### config.mk
export PLATFORM = sky130hd
export DESIGN_NAME = bssp_port
export DESIGN_NICKNAME = d
export VERILOG_FILES = /design/src/bssp_pkg.sv /design/src/bssp_sync_if.sv /design/src/bssp_sync2.sv /design/src/bssp_port.sv
export VERILOG_INCLUDE_DIRS = /design/src
export SDC_FILE = /design/constraint.sdc
export NUM_CORES = 1
export LEC_CHECK = 0
export BUFFER_PORTS_ARGS = -buffer_cell sky130_fd_sc_hd__buf_2
export CAP_MARGIN = 20
export CORE_ASPECT_RATIO = 0.7
export CORE_MARGIN = 4
export CORE_UTILIZATION = 45
export CTS_CLUSTER_DIAMETER = 150
export CTS_CLUSTER_SIZE = 24
export DETAILED_ROUTE_END_ITERATION = 8
export GPL_TIMING_DRIVEN = 0
export MAX_ROUTING_LAYER = met4
export PLACE_DENSITY = 0.79
export SLEW_MARGIN = 5
export SYNTH_ARGS = -nofsm -noshare
export SYNTH_HDL_FRONTEND = slang
export SYNTH_SLANG_ARGS = --single-unit
### constraint.sdc
create_clock -name mclk -period 2 [get_ports mclk]
set_clock_uncertainty 0.15 [all_clocks]
set_input_delay 0.2 -clock mclk [delete_from_list [all_inputs] [get_ports mclk]]
set_output_delay 0.2 -clock mclk [all_outputs]
set_load 0.01 [all_outputs]
### src/bssp_params.svh
// timing and field constants for the byte-select sram bus port
// assumes inclusion from package and modules alike
`ifndef BSSP_PARAMS_SVH
`define BSSP_PARAMS_SVH
`define BSSP_ADDR_W       24
`define BSSP_DATA_W       16
`define BSSP_AREAS        8
`define BSSP_AREA_MSB     23
`define BSSP_AREA_LSB     21
`define BSSP_IDLE_CNT_W   2
`define BSSP_IDLE_RST     2'h0
`define BSSP_WAIT_CNT_W   4
`define BSSP_WAIT_SETTLE  4'h1
`endif

### src/bssp_pkg.sv
// types shared by the byte-select sram bus port
// assumes bssp_params.svh on the include path
`include "bssp_params.svh"
package bssp_pkg;
    typedef enum logic [1:0] {
        BSSP_ST_IDLE,
        BSSP_ST_GAP,
        BSSP_ST_T1,
        BSSP_ST_T2
    } bssp_state_e;
    typedef logic [`BSSP_ADDR_W-1:0] bssp_addr_t;
    typedef logic [`BSSP_DATA_W-1:0] bssp_data_t;
endpackage

### src/bssp_sync_if.sv
// carrier between the port core and its pin synchroniser
// assumes a single clock mclk
interface bssp_sync_if;
    logic wait_raw_n;
    logic wait_sync_n;
    modport core (input wait_sync_n);
    modport sync (input wait_raw_n, output wait_sync_n);
endinterface

### src/bssp_sync2.sv
// two-flop synchroniser for the wait pin
// assumes pin is asynchronous to mclk
module bssp_sync2 (
    // clock and reset
    input  wire logic mclk,
    input  wire logic rst_b,
    input  wire logic clk_en,
    // pin side and core side
    bssp_sync_if.sync sif
);
    logic s1_reg;
    logic s1_next;
    logic s2_reg;
    logic s2_next;
    always_comb begin
        s1_next = clk_en ? sif.wait_raw_n : s1_reg;
        s2_next = clk_en ? s1_reg : s2_reg;
    end
    always_ff @(posedge mclk) begin
        if (!rst_b) begin
            s1_reg <= 1'h1;
            s2_reg <= 1'h1;
        end else begin
            s1_reg <= s1_next;
            s2_reg <= s2_next;
        end
    end
    assign sif.wait_sync_n = s2_reg;
endmodule // bssp_sync2

### src/bssp_port.sv
// external bus port driving a byte-control sram and other areas
// assumes internal master holds its request until ack
`include "bssp_params.svh"
module bssp_port
    import bssp_pkg::*;
#(
    parameter int WAIT_MAX = 15
) (
    // clock, enable, reset
    input  wire logic                   mclk,
    input  wire logic                   clk_en,
    input  wire logic                   rst_b,
    // idle cycle control, area type and width
    input  wire logic                   idle_after_single_write_en,
    input  wire logic                   idle_count_sel_hi,
    input  wire logic                   idle_count_sel_lo,
    input  wire logic [`BSSP_AREAS-1:0] area_byte_sram,
    input  wire logic [`BSSP_AREAS-1:0] area_wide,
    // internal master
    input  wire logic                   req,
    input  wire logic                   req_write,
    input  wire logic                   req_single_dma,
    input  wire logic [1:0]             req_bytes,
    input  wire bssp_addr_t             req_addr,
    input  wire bssp_data_t             req_wdata,
    output logic                        ack,
    output bssp_data_t                  rdata,
    // external pins
    output bssp_addr_t                  addr_out,
    output logic                        address_valid_strobe_n,
    output logic [`BSSP_AREAS-1:0]      area_select_n,
    output logic                        read_strobe_n,
    output logic                        rd_wr_n,
    output logic                        upper_write_strobe_n,
    output logic                        lower_write_strobe_n,
    input  wire logic                   wait_n,
    input  wire bssp_data_t             data_in,
    output bssp_data_t                  data_out,
    output logic                        data_oe
);
    ////////////////////////////////////////////////////////////////////
    // wait pin is asynchronous; only the second flop feeds the core
    bssp_sync_if sif ();
    assign sif.wait_raw_n = wait_n;
    bssp_sync2 u_sync (
        .mclk  (mclk),
        .rst_b (rst_b),
        .clk_en(clk_en),
        .sif   (sif)
    );

    ////////////////////////////////////////////////////////////////////
    bssp_state_e                  st_reg;
    bssp_state_e                  st_next;
    bssp_addr_t                   addr_reg;
    bssp_addr_t                   addr_next;
    bssp_data_t                   wd_reg;
    bssp_data_t                   wd_next;
    bssp_data_t                   rd_reg;
    bssp_data_t                   rd_next;
    logic                         wr_reg;
    logic                         wr_next;
    logic [1:0]                   bytes_reg;
    logic [1:0]                   bytes_next;
    logic                         sdw_reg;
    logic                         sdw_next;
    logic                         sdma_reg;
    logic                         sdma_next;
    logic [`BSSP_IDLE_CNT_W-1:0]  gap_reg;
    logic [`BSSP_IDLE_CNT_W-1:0]  gap_next;
    logic [`BSSP_WAIT_CNT_W-1:0]  wcnt_reg;
    logic [`BSSP_WAIT_CNT_W-1:0]  wcnt_next;
    logic                         ack_next;
    logic                         ack_reg;
    logic [2:0]                   area;
    logic                         bsram;
    logic [`BSSP_IDLE_CNT_W-1:0]  idle_sel;

    assign area     = addr_reg[`BSSP_AREA_MSB:`BSSP_AREA_LSB];
    assign bsram    = area_byte_sram[area];
    assign idle_sel = {idle_count_sel_hi, idle_count_sel_lo};

    always_comb begin
        st_next    = st_reg;
        addr_next  = addr_reg;
        wd_next    = wd_reg;
        rd_next    = rd_reg;
        wr_next    = wr_reg;
        bytes_next = bytes_reg;
        sdw_next   = sdw_reg;
        sdma_next  = sdma_reg;
        gap_next   = gap_reg;
        wcnt_next  = wcnt_reg;
        // a frozen clock holds the pulse too, like every other register
        ack_next   = ack_reg;
        if (clk_en) begin
            ack_next = 1'h0;
            unique case (st_reg)
                BSSP_ST_IDLE: begin
                    if (req && !ack_reg) begin
                        addr_next  = req_addr;
                        wd_next    = req_wdata;
                        wr_next    = req_write;
                        bytes_next = req_bytes;
                        sdma_next  = req_single_dma && req_write;
                        // gap keeps the outside writer off our data
                        if (sdw_reg && idle_after_single_write_en &&
                            idle_sel != 2'h0) begin
                            gap_next = idle_sel - 2'h1;
                            st_next  = BSSP_ST_GAP;
                        end else begin
                            st_next = BSSP_ST_T1;
                        end
                    end
                end
                BSSP_ST_GAP: begin
                    if (gap_reg == 2'h0)
                        st_next = BSSP_ST_T1;
                    else
                        gap_next = gap_reg - 2'h1;
                end
                BSSP_ST_T1: begin
                    wcnt_next = 4'h0;
                    st_next   = BSSP_ST_T2;
                end
                BSSP_ST_T2: begin
                    // the pin reaches us two flops late: the first T2 cycle
                    // still shows it from before the select, so hold one
                    // settle cycle or a wait raised in T1 would be missed;
                    // costs one cycle on every access
                    if (wcnt_reg < `BSSP_WAIT_SETTLE) begin
                        wcnt_next = wcnt_reg + 4'h1;
                    // bounded so a stuck pin cannot hang the bus
                    end else if (!sif.wait_sync_n &&
                        wcnt_reg != WAIT_MAX[`BSSP_WAIT_CNT_W-1:0]) begin
                        wcnt_next = wcnt_reg + 4'h1;
                    end else begin
                        rd_next  = data_in;
                        ack_next = 1'h1;
                        sdw_next = sdma_reg;
                        st_next  = BSSP_ST_IDLE;
                    end
                end
            endcase
        end
    end

    always_ff @(posedge mclk) begin
        if (!rst_b) begin
            st_reg    <= BSSP_ST_IDLE;
            addr_reg  <= 24'h000000;
            wd_reg    <= 16'h0000;
            rd_reg    <= 16'h0000;
            wr_reg    <= 1'h0;
            bytes_reg <= 2'h0;
            sdw_reg   <= 1'h0;
            sdma_reg  <= 1'h0;
            gap_reg   <= `BSSP_IDLE_RST;
            wcnt_reg  <= 4'h0;
            ack_reg   <= 1'h0;
        end else begin
            st_reg    <= st_next;
            addr_reg  <= addr_next;
            wd_reg    <= wd_next;
            rd_reg    <= rd_next;
            wr_reg    <= wr_next;
            bytes_reg <= bytes_next;
            sdw_reg   <= sdw_next;
            sdma_reg  <= sdma_next;
            gap_reg   <= gap_next;
            wcnt_reg  <= wcnt_next;
            ack_reg   <= ack_next;
        end
    end

    ////////////////////////////////////////////////////////////////////
    logic active;
    logic wide;
    logic strobe_t2;
    logic sel_upper_n;
    logic sel_lower_n;
    logic str_upper_n;
    logic str_lower_n;
    assign active    = (st_reg == BSSP_ST_T1) || (st_reg == BSSP_ST_T2);
    assign wide      = area_wide[area];
    assign strobe_t2 = (st_reg == BSSP_ST_T2) && wr_reg;

    assign ack      = ack_reg;
    assign rdata    = rd_reg;
    assign addr_out = addr_reg;
    assign address_valid_strobe_n = !active;
    always_comb begin
        area_select_n = '1;
        if (active)
            area_select_n[area] = 1'h0;
    end
    // byte-control: oe on read only, we level on rd/wr
    assign read_strobe_n = !(active && !wr_reg);
    assign rd_wr_n       = !(active && wr_reg && bsram) &&
                           !(wr_reg && !bsram);
    // in byte-control space strobes become byte selects for both directions
    assign sel_upper_n = !(active && wide && bytes_reg[1]);
    assign sel_lower_n = !(active && (bytes_reg[0] || !wide));
    // basic space: plain write strobes, held off T1 so data settles first
    assign str_upper_n = !(strobe_t2 && bytes_reg[1]);
    assign str_lower_n = !(strobe_t2 && bytes_reg[0]);
    assign upper_write_strobe_n = bsram ? sel_upper_n : str_upper_n;
    assign lower_write_strobe_n = bsram ? sel_lower_n : str_lower_n;
    assign data_out = wd_reg;
    assign data_oe  = active && wr_reg;
endmodule // bssp_port

# Word-level counts from Yosys, hierarchy flattened
# Cells that the tools add are included.
# W data, S select, Z words.
# classes
add_sub_neg,3
reduce_logical,42
n_eq_ne,11
n_bitwise,3
order_cmp,3
n_mux,25
# ops
op,count
$logic_and A1 B1 Y1,17
$mux W2,8
$logic_not A1 Y1,13
$ne A2 B2 Y1 const B,6
$reduce_and A5 Y1,2
$mux W1,8
$mux W4,2
$mux W8,1
$not A8 Y8,1
$pmux W2 S4,1
$pmux W4 S2,1
$bmux W1 S3,2
$reduce_and A3 Y1,2
$reduce_bool A2 Y1,3
$add A4 B1 Y4 const B,1
$eq A2 B2 Y1 const B,2
$logic_not A2 Y1,2
$lt A3 B4 Y1 const B,1
$lt A4 B1 Y1 const B,1
$ne A4 B4 Y1 const B,1
$pmux W2 S2,1
$reduce_and A4 Y1,1
$sub A2 B1 Y2 const B,2
$demux W1 S3,1
5 further kinds,7
# totals
reg_bits,72
elab_cells,100
inputBits,84

# Longest topological paths before layout
# Gate-level depths: netlist of run 1.
# logic_depth
word_depth,7
depth_mapped,9
ltp_nobuf,7

# Hierarchy
# A second synthesis of run 1 with hierarchy kept.
# hier_totals
hier_cells,397
area_unflattened_um2,3330.7
# by_module_without_submodules
module,area_each_um2,instances,seq_area_each_um2,cells_per_inst
bssp_port,3263.1,1,1401.3,391
bssp_sync2,67.6,1,40.0,6

# Worst setup path after synthesis of run 1
# Ideal clock, no wire load.
# synth_path
kind,flip-flop to output port
startpoint,reg addr_reg[22] (netlist: addr_out[22])
endpoint,out lower_write_strobe_n
path_buffers,1
slack_ns,-0.073
path_stages_with_launch,5
arrival_ns,1.723
t_required_ns,1.650
cell_sequence,dfxtp_1 > buf_1 > mux4_1 > mux2_2 > a2111o_1
# synth_via
elab_chain_cells,7
# synth_rtl
item,line,source
start: declaration,bssp_port.sv:55,bssp_addr_t addr_reg;
start signal: assignment,bssp_port.sv:163,addr_reg <= addr_next;
$bmux W1 S3,bssp_port.sv:185,assign wide = area_wide[area];
$mux W1 (not written as such),bssp_port.sv:185,
$logic_not A1 Y1,bssp_port.sv:203,assign sel_lower_n = !(active && (bytes_reg[0] || !wide));
$logic_or A1 B1 Y1,bssp_port.sv:203,
$logic_and A1 B1 Y1,bssp_port.sv:203,
$logic_not A1 Y1,bssp_port.sv:203,
$mux W1 *,bssp_port.sv:208,assign lower_write_strobe_n = bsram ? sel_lower_n : str_lower_n;
end: declaration,bssp_port.sv:35,"output logic lower_write_strobe_n,"
# Mark *: on every way between the ends. The rest lies on a longest branch, timed or not. The select of a mux whose other input is x is not followed.

# Worst setup path in the final report of run 1
# layout_path
startpoint,reg addr_reg[21] (netlist: addr_out[21])
endpoint,out lower_write_strobe_n
# The elaborated chain is that of the path after synthesis.

==> run summary, run 1 <==
==============================================================================
Aggregate routed wire length                                          10500 um
Class of the worst hold path                                      primary input to flip-flop
Clock Sink Count                                                            72
Distinct cell type count after synthesis                                    35
Final WS setup                                                       -0.389 ns
Transition time of the tightest slew-check pin                        0.459 ns
Number of design rule violations left after detail routing                   0
Longest individual stage delay on the worst path                       0.51 ns
Layout area overhead                                                     60.5%
Syn_nets                                                                   465
Cell area after synthesis                                             3070 um2
Number of placed instances, taps included                                  617
Per-instance average area after synthesis                             8.20 um2
CP startpoint kind                                                   flip-flop
P per Cell Area                                                     697 nW/um2
Number of pins with negative max-slew slack in the final report              0
Top-Level Pins                                                             155
Overflow left after global routing                                           0
Count of mapped cells out of synthesis                                     374
Worst rel slew slack                                                     69.4%
Number of clock buffers inserted by TritonCTS                                9
Ordered cell list for the critical path                           mux4_2, mux2_4, a2111o_1, buf_2
Chip Height                                                            77.1 um
Layout cell share with drive strength beyond 1                           35.0%
Share of Yosys cell area claimed by the top area cell type               47.0%
Final setup viols                                                            3
Cell Count, Final, Fillers Out                                             694
Final Net Count                                                            689
Cell taking the most area after synthesis                         sky130_fd_sc_hd__dfxtp_1
Final-layout fill cell count                                               466
Flip-flop count of the largest register after layout                        24
Clock network latency to the later pin of the worst-skew pair          0.35 ns
Overall track demand over capacity in global routing                     25.8%
Crit Path Class                                                   flip-flop to primary output
Arrival time of data at the critical path endpoint                     2.04 ns
Required time of the critical path                                     1.65 ns
Die area                                                              8220 um2
Count of max-cap constraint violations                                       0
Routed wirelength normalized by instance count                         15.1 um
Count of input and output buffers                                          152
Outcome                                                           complete, but fails checks
Worst-path maximum fanout                                                    5
Worst IR Drop VDD                                                   0.000490 V
# H-tree levels                                                              3
Hold Violations, Final                                                       0
Number of standard-cell rows in the floorplan                               24
Cell at the root of the clock tree                                sky130_fd_sc_hd__clkbuf_8
Post-synthesis sequential element count                                     72
RSZ-0062 raised after global routing                                      true
Worst reg2reg path startpoint                                      wcnt_reg[0]
Antenna diode count                                                          0
Launch point of the worst path                                    addr_out[21]
Seq/Total Area, Yosys                                                    47.0%
Die Wd                                                                  107 um
Via density                                                               4.98
Final GP Congestion                                                      0.809
Top post-synthesis cells by area                                  sky130_fd_sc_hd__dfxtp_1 47%, sky130_fd_sc_hd__nand2_1 13%, sky130_fd_sc_hd__a21oi_1 8.6%, sky130_fd_sc_hd__mux2i_1 6.9%, sky130_fd_sc_hd__ha_1 2.9%
CTS clk-pin slew, worst paths                                          0.07 ns
Placeable core region                                                 6430 um2
Master of the slowest instance on the critical path               sky130_fd_sc_hd__mux4_2
Detailed-router iteration count before antenna repair                        4
First-pass GRT wire length                                            16700 um
Capturing element type of the critical path                       primary output
Worst Path Buf+Inv                                                           1
Warning count from the yosys run                                             0
Part of the cycle the worst path needs                                    119%
Time the worst path needs with I/O delays and setup                    2.39 ns
Most used cells in the layout excluding fill and tap cells        152 x sky130_fd_sc_hd__buf_2, 105 x sky130_fd_sc_hd__nand2_1, 68 x sky130_fd_sc_hd__dfxtp_1
Antenna violations before repair                                             0
Starting Density                                                         47.7%
DRC violation total after the first TritonRoute iteration                  165
Largest buffer count on any clock path                                       2
Vias                                                                      3459
Multi-input gate area in the final layout                             1550 um2
Number of enable flip-flop cells after synthesis                             0
Worst path top cell family by delay                               multiplexers
Maximum number of pins on one net before global-route repair                19
Post-synthesis async set-or-reset flop share                                0%
Hold Crit Start                                                   idle_after_single_write_en
Leak Pwr                                                               2.32 nW
Post-route setup TNS                                                 -0.758 ns
Upper clock frequency limit                                            419 MHz
Clock tree from TritonCTS                                                built
Count of nets left with antenna violations after detail routing              0
Most common cell after layout, fill and taps aside                sky130_fd_sc_hd__buf_2
Post-detailed-placement half-perimeter wirelength                      6610 um
Violations in the final reports                                   setup timing
Vias in the first global route                                            3410
Primary flip-flop cell chosen by synthesis mapping                sky130_fd_sc_hd__dfxtp_1
Area of all sequential standard cells                                 1450 um2
==============================================================================
final cells by class:
class | instances | share of cell area [%]
buffer | 20 | 2.57
clock buffer | 10 | 2.59
clock inverter | 6 | 1.88
inverter | 9 | 0.788
multi-input combinational | 268 | 31.5
sequential | 72 | 29.5
tap | 91 | 2.31
timing repair buffer | 218 | 28.9
per-stage QoR:
step	power (W)	instance area (um2)	hold WS (ns)	worst slack, ns	util, %
after floorplan	0.00182	3070	0.178	0.0124	-
after global placement	0.00201	3950	0.264	-0.187	61.4
after detailed placement	0.00202	3950	0.289	-0.195	61.4
after CTS	0.00340	4840	0.0381	-0.406	75.3
after global routing	0.00358	4920	0.0882	-0.459	76.6
final	0.00343	4920	0.0517	-0.389	76.6
Yosys cell counts (3+ instances only):
cell                         n
sky130_fd_sc_hd__o22ai_1     3
sky130_fd_sc_hd__a21oi_1    53
sky130_fd_sc_hd__nand2b_1    7
sky130_fd_sc_hd__mux2_2      3
sky130_fd_sc_hd__nand3_1     9
sky130_fd_sc_hd__dfxtp_1    72
sky130_fd_sc_hd__inv_1       9
sky130_fd_sc_hd__or3_1       3
sky130_fd_sc_hd__nor2b_1     4
sky130_fd_sc_hd__o21ai_0     4
sky130_fd_sc_hd__buf_4       3
sky130_fd_sc_hd__nand2_1   105
sky130_fd_sc_hd__nor2_1     23
sky130_fd_sc_hd__ha_1        7
sky130_fd_sc_hd__buf_1       3
sky130_fd_sc_hd__clkbuf_1   16
sky130_fd_sc_hd__o211ai_1    3
sky130_fd_sc_hd__mux2i_1    21
sky130_fd_sc_hd__buf_2       3
power breakdown:
| part | internal [W] | total, W | leakage (nW) | switching (W) |
|---|---|---|---|---|
| clock | 0.000709 | 0.00129 | 0.103 | 0.000576 |
| combinational | 0.000306 | 0.000612 | 1.63 | 0.000306 |
| sequential | 0.00149 | 0.00153 | 0.587 | 0.0000432 |
| total | 0.00251 | 0.00343 | 2.32 | 0.000925 |
worst paths after layout:
check / endpoint / slack, ns / cells after the start
worst max-delay path: lower_write_strobe_n / -0.39 / 4
worst min-delay path: st_reg[0] / 0.05 / 3
worst max register to register: wcnt_reg[3] / 0.10 / 6
worst min register to register: addr_out[16] / 0.31 / 2
repair_timing:
action,4_1_cts,5_1_grt
hold endpoints to repair,62,0
resized for setup,25,34
hold buffers,62,0
gates cloned,0,0
pin swaps,3,4
endpoints found under the setup margin,67,74
setup buffers,3,1
tightest hold or removal path, cell delays in order:
cell	delay [ns]
sky130_fd_sc_hd__buf_2	0.11
sky130_fd_sc_hd__o2111ai_1	0.11
sky130_fd_sc_hd__a311oi_1	0.09
per-layer routing:
metal	up-vias	GRT usage (%)	share of wire, %
met5	-	-	0
met4	0	4.98	1.4
li1	1698	-	-
met2	152	45.0	50
met1	1592	29.4	40
met3	17	7.89	8.3
cells by family after synthesis:
logic type               synth area share, %
multiplexers                            9.67
AND/OR/NAND/NOR                         21.4
flip-flops                              47.0
adder cells (fa/ha/maj)                 2.85
buffers and inverters                   4.65
AO/OA/AOI/OAI                           14.4
Note: power is estimated with default switching activity, not from simulation.
==> run 2, diff against run 1 <==
--- a/config.mk
+++ b/config.mk
@@ -17,6 +17,7 @@
 export GPL_TIMING_DRIVEN = 0
 export MAX_ROUTING_LAYER = met4
 export PLACE_DENSITY = 0.79
+export REMOVE_ABC_BUFFERS = 1
 export SLEW_MARGIN = 5
 export SYNTH_ARGS = -nofsm -noshare
 export SYNTH_HDL_FRONTEND = slang
==> run 2 against run 1 <==
Net effect:
- the run still ends with setup timing left
- critical path depth is the same
- hold slack gained 0.013 ns
- non-clock buffer count shrank 5
- setup slack lost 0.057 ns
- clock-buffer cell count grew 1
- clock power shrank 11%
- sequential power is essentially flat
- global-route usage grew 0.29 points
- total power shrank 2.9%
- via count grew 3.4%
- critical endpoint unchanged
==> run summary, run 2 (synthesized netlist as in run 1, its figures left out) <==
==============================================================================
Post-detailed-placement half-perimeter wirelength                      6220 um
Number of design rule violations left after detail routing                   0
Master of the slowest instance on the critical path               sky130_fd_sc_hd__mux4_2
Final WS setup                                                       -0.446 ns
Worst path top cell family by delay                               multiplexers
Cell area after layout                                                4960 um2
Worst setup slack after placement                                    -0.498 ns
Die Wd                                                                  107 um
Worst IR Drop VDD                                                   0.000453 V
RSZ-0062 raised after global routing                                      true
Final-layout fill cell count                                               464
Cell at the root of the clock tree                                sky130_fd_sc_hd__clkbuf_8
Required time of the critical path                                     1.65 ns
Final setup viols                                                            3
Worst rel slew slack                                                     68.3%
P per Cell Area                                                     672 nW/um2
Post-route setup TNS                                                  -1.13 ns
Ordered cell list for the critical path                           mux4_2, mux2_4, a2111o_1, buf_6
Depth of the worst register-to-register path                                 6
Path length in cells of the critical path                                    4
Worst R2R Setup Slack                                                  0.06 ns
Most common cell after layout, fill and taps aside                sky130_fd_sc_hd__buf_2
Outcome                                                           complete, but fails checks
Maximum number of pins on one net before global-route repair                46
Longest individual stage delay on the worst path                       0.52 ns
Number of clock buffers inserted by TritonCTS                                9
CP startpoint kind                                                   flip-flop
DRC violation total after the first TritonRoute iteration                  175
Antenna violations before repair                                             0
Via density                                                               5.19
Clock network latency to the later pin of the worst-skew pair          0.34 ns
Most used cells in the layout excluding fill and tap cells        152 x sky130_fd_sc_hd__buf_2, 103 x sky130_fd_sc_hd__nand2_1, 67 x sky130_fd_sc_hd__dfxtp_1
Clock Sink Count                                                            72
Final Net Count                                                            684
Number of standard-cell rows in the floorplan                               24
Detailed-router iteration count before antenna repair                        4
Aggregate routed wire length                                          10900 um
Number of pins with negative max-slew slack in the final report              0
Part of the cycle the worst path needs                                    122%
Arrival time of data at the critical path endpoint                     2.10 ns
Top-Level Pins                                                             155
Worst reg2reg path startpoint                                      wcnt_reg[0]
Worst Path Buf+Inv                                                           1
Routed wirelength normalized by instance count                         15.9 um
Leak Pwr                                                               2.33 nW
First-pass GRT wire length                                            16900 um
Count of input and output buffers                                          154
Vias in the first global route                                            3560
Transition time of the tightest slew-check pin                        0.476 ns
Vias                                                                      3575
Layout area overhead                                                     61.6%
Time the worst path needs with I/O delays and setup                    2.45 ns
Launch point of the worst path                                    addr_out[21]
Critical path endpoint                                            lower_write_strobe_n
Count of max-cap constraint violations                                       0
Count of nets left with antenna violations after detail routing              0
Die area                                                              8220 um2
Chip Height                                                            77.1 um
CTS clk-pin slew, worst paths                                          0.07 ns
# H-tree levels                                                              3
Antenna diode count                                                          0
Overflow left after global routing                                           0
Hold Violations, Final                                                       0
Worst flop-to-flop path endpoint                                   wcnt_reg[3]
Placed Instance Area                                                  3900 um2
Final GP Congestion                                                      0.808
Capturing element type of the critical path                       primary output
Largest buffer count on any clock path                                       2
Starting Density                                                         47.7%
Crit Path Class                                                   flip-flop to primary output
Layout cell share with drive strength beyond 1                           35.8%
Clock tree from TritonCTS                                                built
Upper clock frequency limit                                            409 MHz
Worst-path maximum fanout                                                    6
Class of the worst hold path                                      primary input to flip-flop
Flip-flop count of the largest register after layout                        24
Violations in the final reports                                   setup timing
Overall track demand over capacity in global routing                     26.1%
Placeable core region                                                 6430 um2
==============================================================================
-- run 2: area by class of cell --
cell class                      instances  area (um2)  share of cell area, %
Multi-Input combinational cell        268        1570                   31.6
Inverter                                9        36.3                  0.732
Clock inverter                          5        56.3                   1.14
Timing Repair Buffer                  233        1590                   32.1
Clock buffer                           11         141                   2.85
Tap cell                               91         114                   2.30
Sequential cell                        72        1450                   29.3
-- run 2: power breakdown --
group / leakage [nW] / switching [W] / internal [W]
Combinational: 1.64 / 0.000311 / 0.000330
Clock: 0.0993 / 0.000542 / 0.000609
Sequential: 0.587 / 0.0000497 / 0.00149
Total: 2.33 / 0.000903 / 0.00243
-- run 2: timing repair --
item / 4_1_cts / 5_1_grt
pin swaps: 5 / 8
hold buffers: 63 / 0
setup endpoints to repair: 38 / 30
buffers inserted: 8 / 6
hold endpoints to repair: 62 / 0
resized for setup: 24 / 15
-- run 2: worst min-delay path: cells and delay by family --
kind / cells / cell delay, ns
buf+inv: 1 / 0.10
compound gates: 2 / 0.19
-- run 2: worst min path at each step --
stage / start / endpoint / slack [ns] / depth (start not counted)
2_1_floorplan: rst_b / u_sync.s1_reg / 0.11 / 1
3_3_place_gp: data_in[13] / rdata[13] / 0.28 / 3
3_5_place_dp: wait_n / u_sync.s1_reg / 0.28 / 3
4_1_cts: idle_after_single_write_en / st_reg[0] / 0.05 / 3
5_1_grt: idle_after_single_write_en / st_reg[0] / 0.08 / 3
6_report: idle_after_single_write_en / st_reg[0] / 0.06 / 3
-- run 2: through the flow --
step | total power, W | instances | hold slack [ns] | util (%)
6_report | 0.00333 | 689 | 0.0643 | 77.2
5_1_grt | 0.00347 | 689 | 0.0778 | 77.2
2_1_floorplan | 0.00180 | 349 | 0.112 | -
3_5_place_dp | 0.00202 | 596 | 0.278 | 60.7
4_1_cts | 0.00330 | 683 | 0.0509 | 75.4
3_3_place_gp | 0.00199 | 594 | 0.279 | 59.8
-- run 2: per-layer routing --
layer  share of wire [%]  vias to the layer above  track usage (%)
li1                    -                     1683                -
met1                  39                     1682             28.3
met2                  50                      179             46.0
met3                 8.8                       31             7.21
met4                 2.5                        0             8.68
met5                   0                        -                -
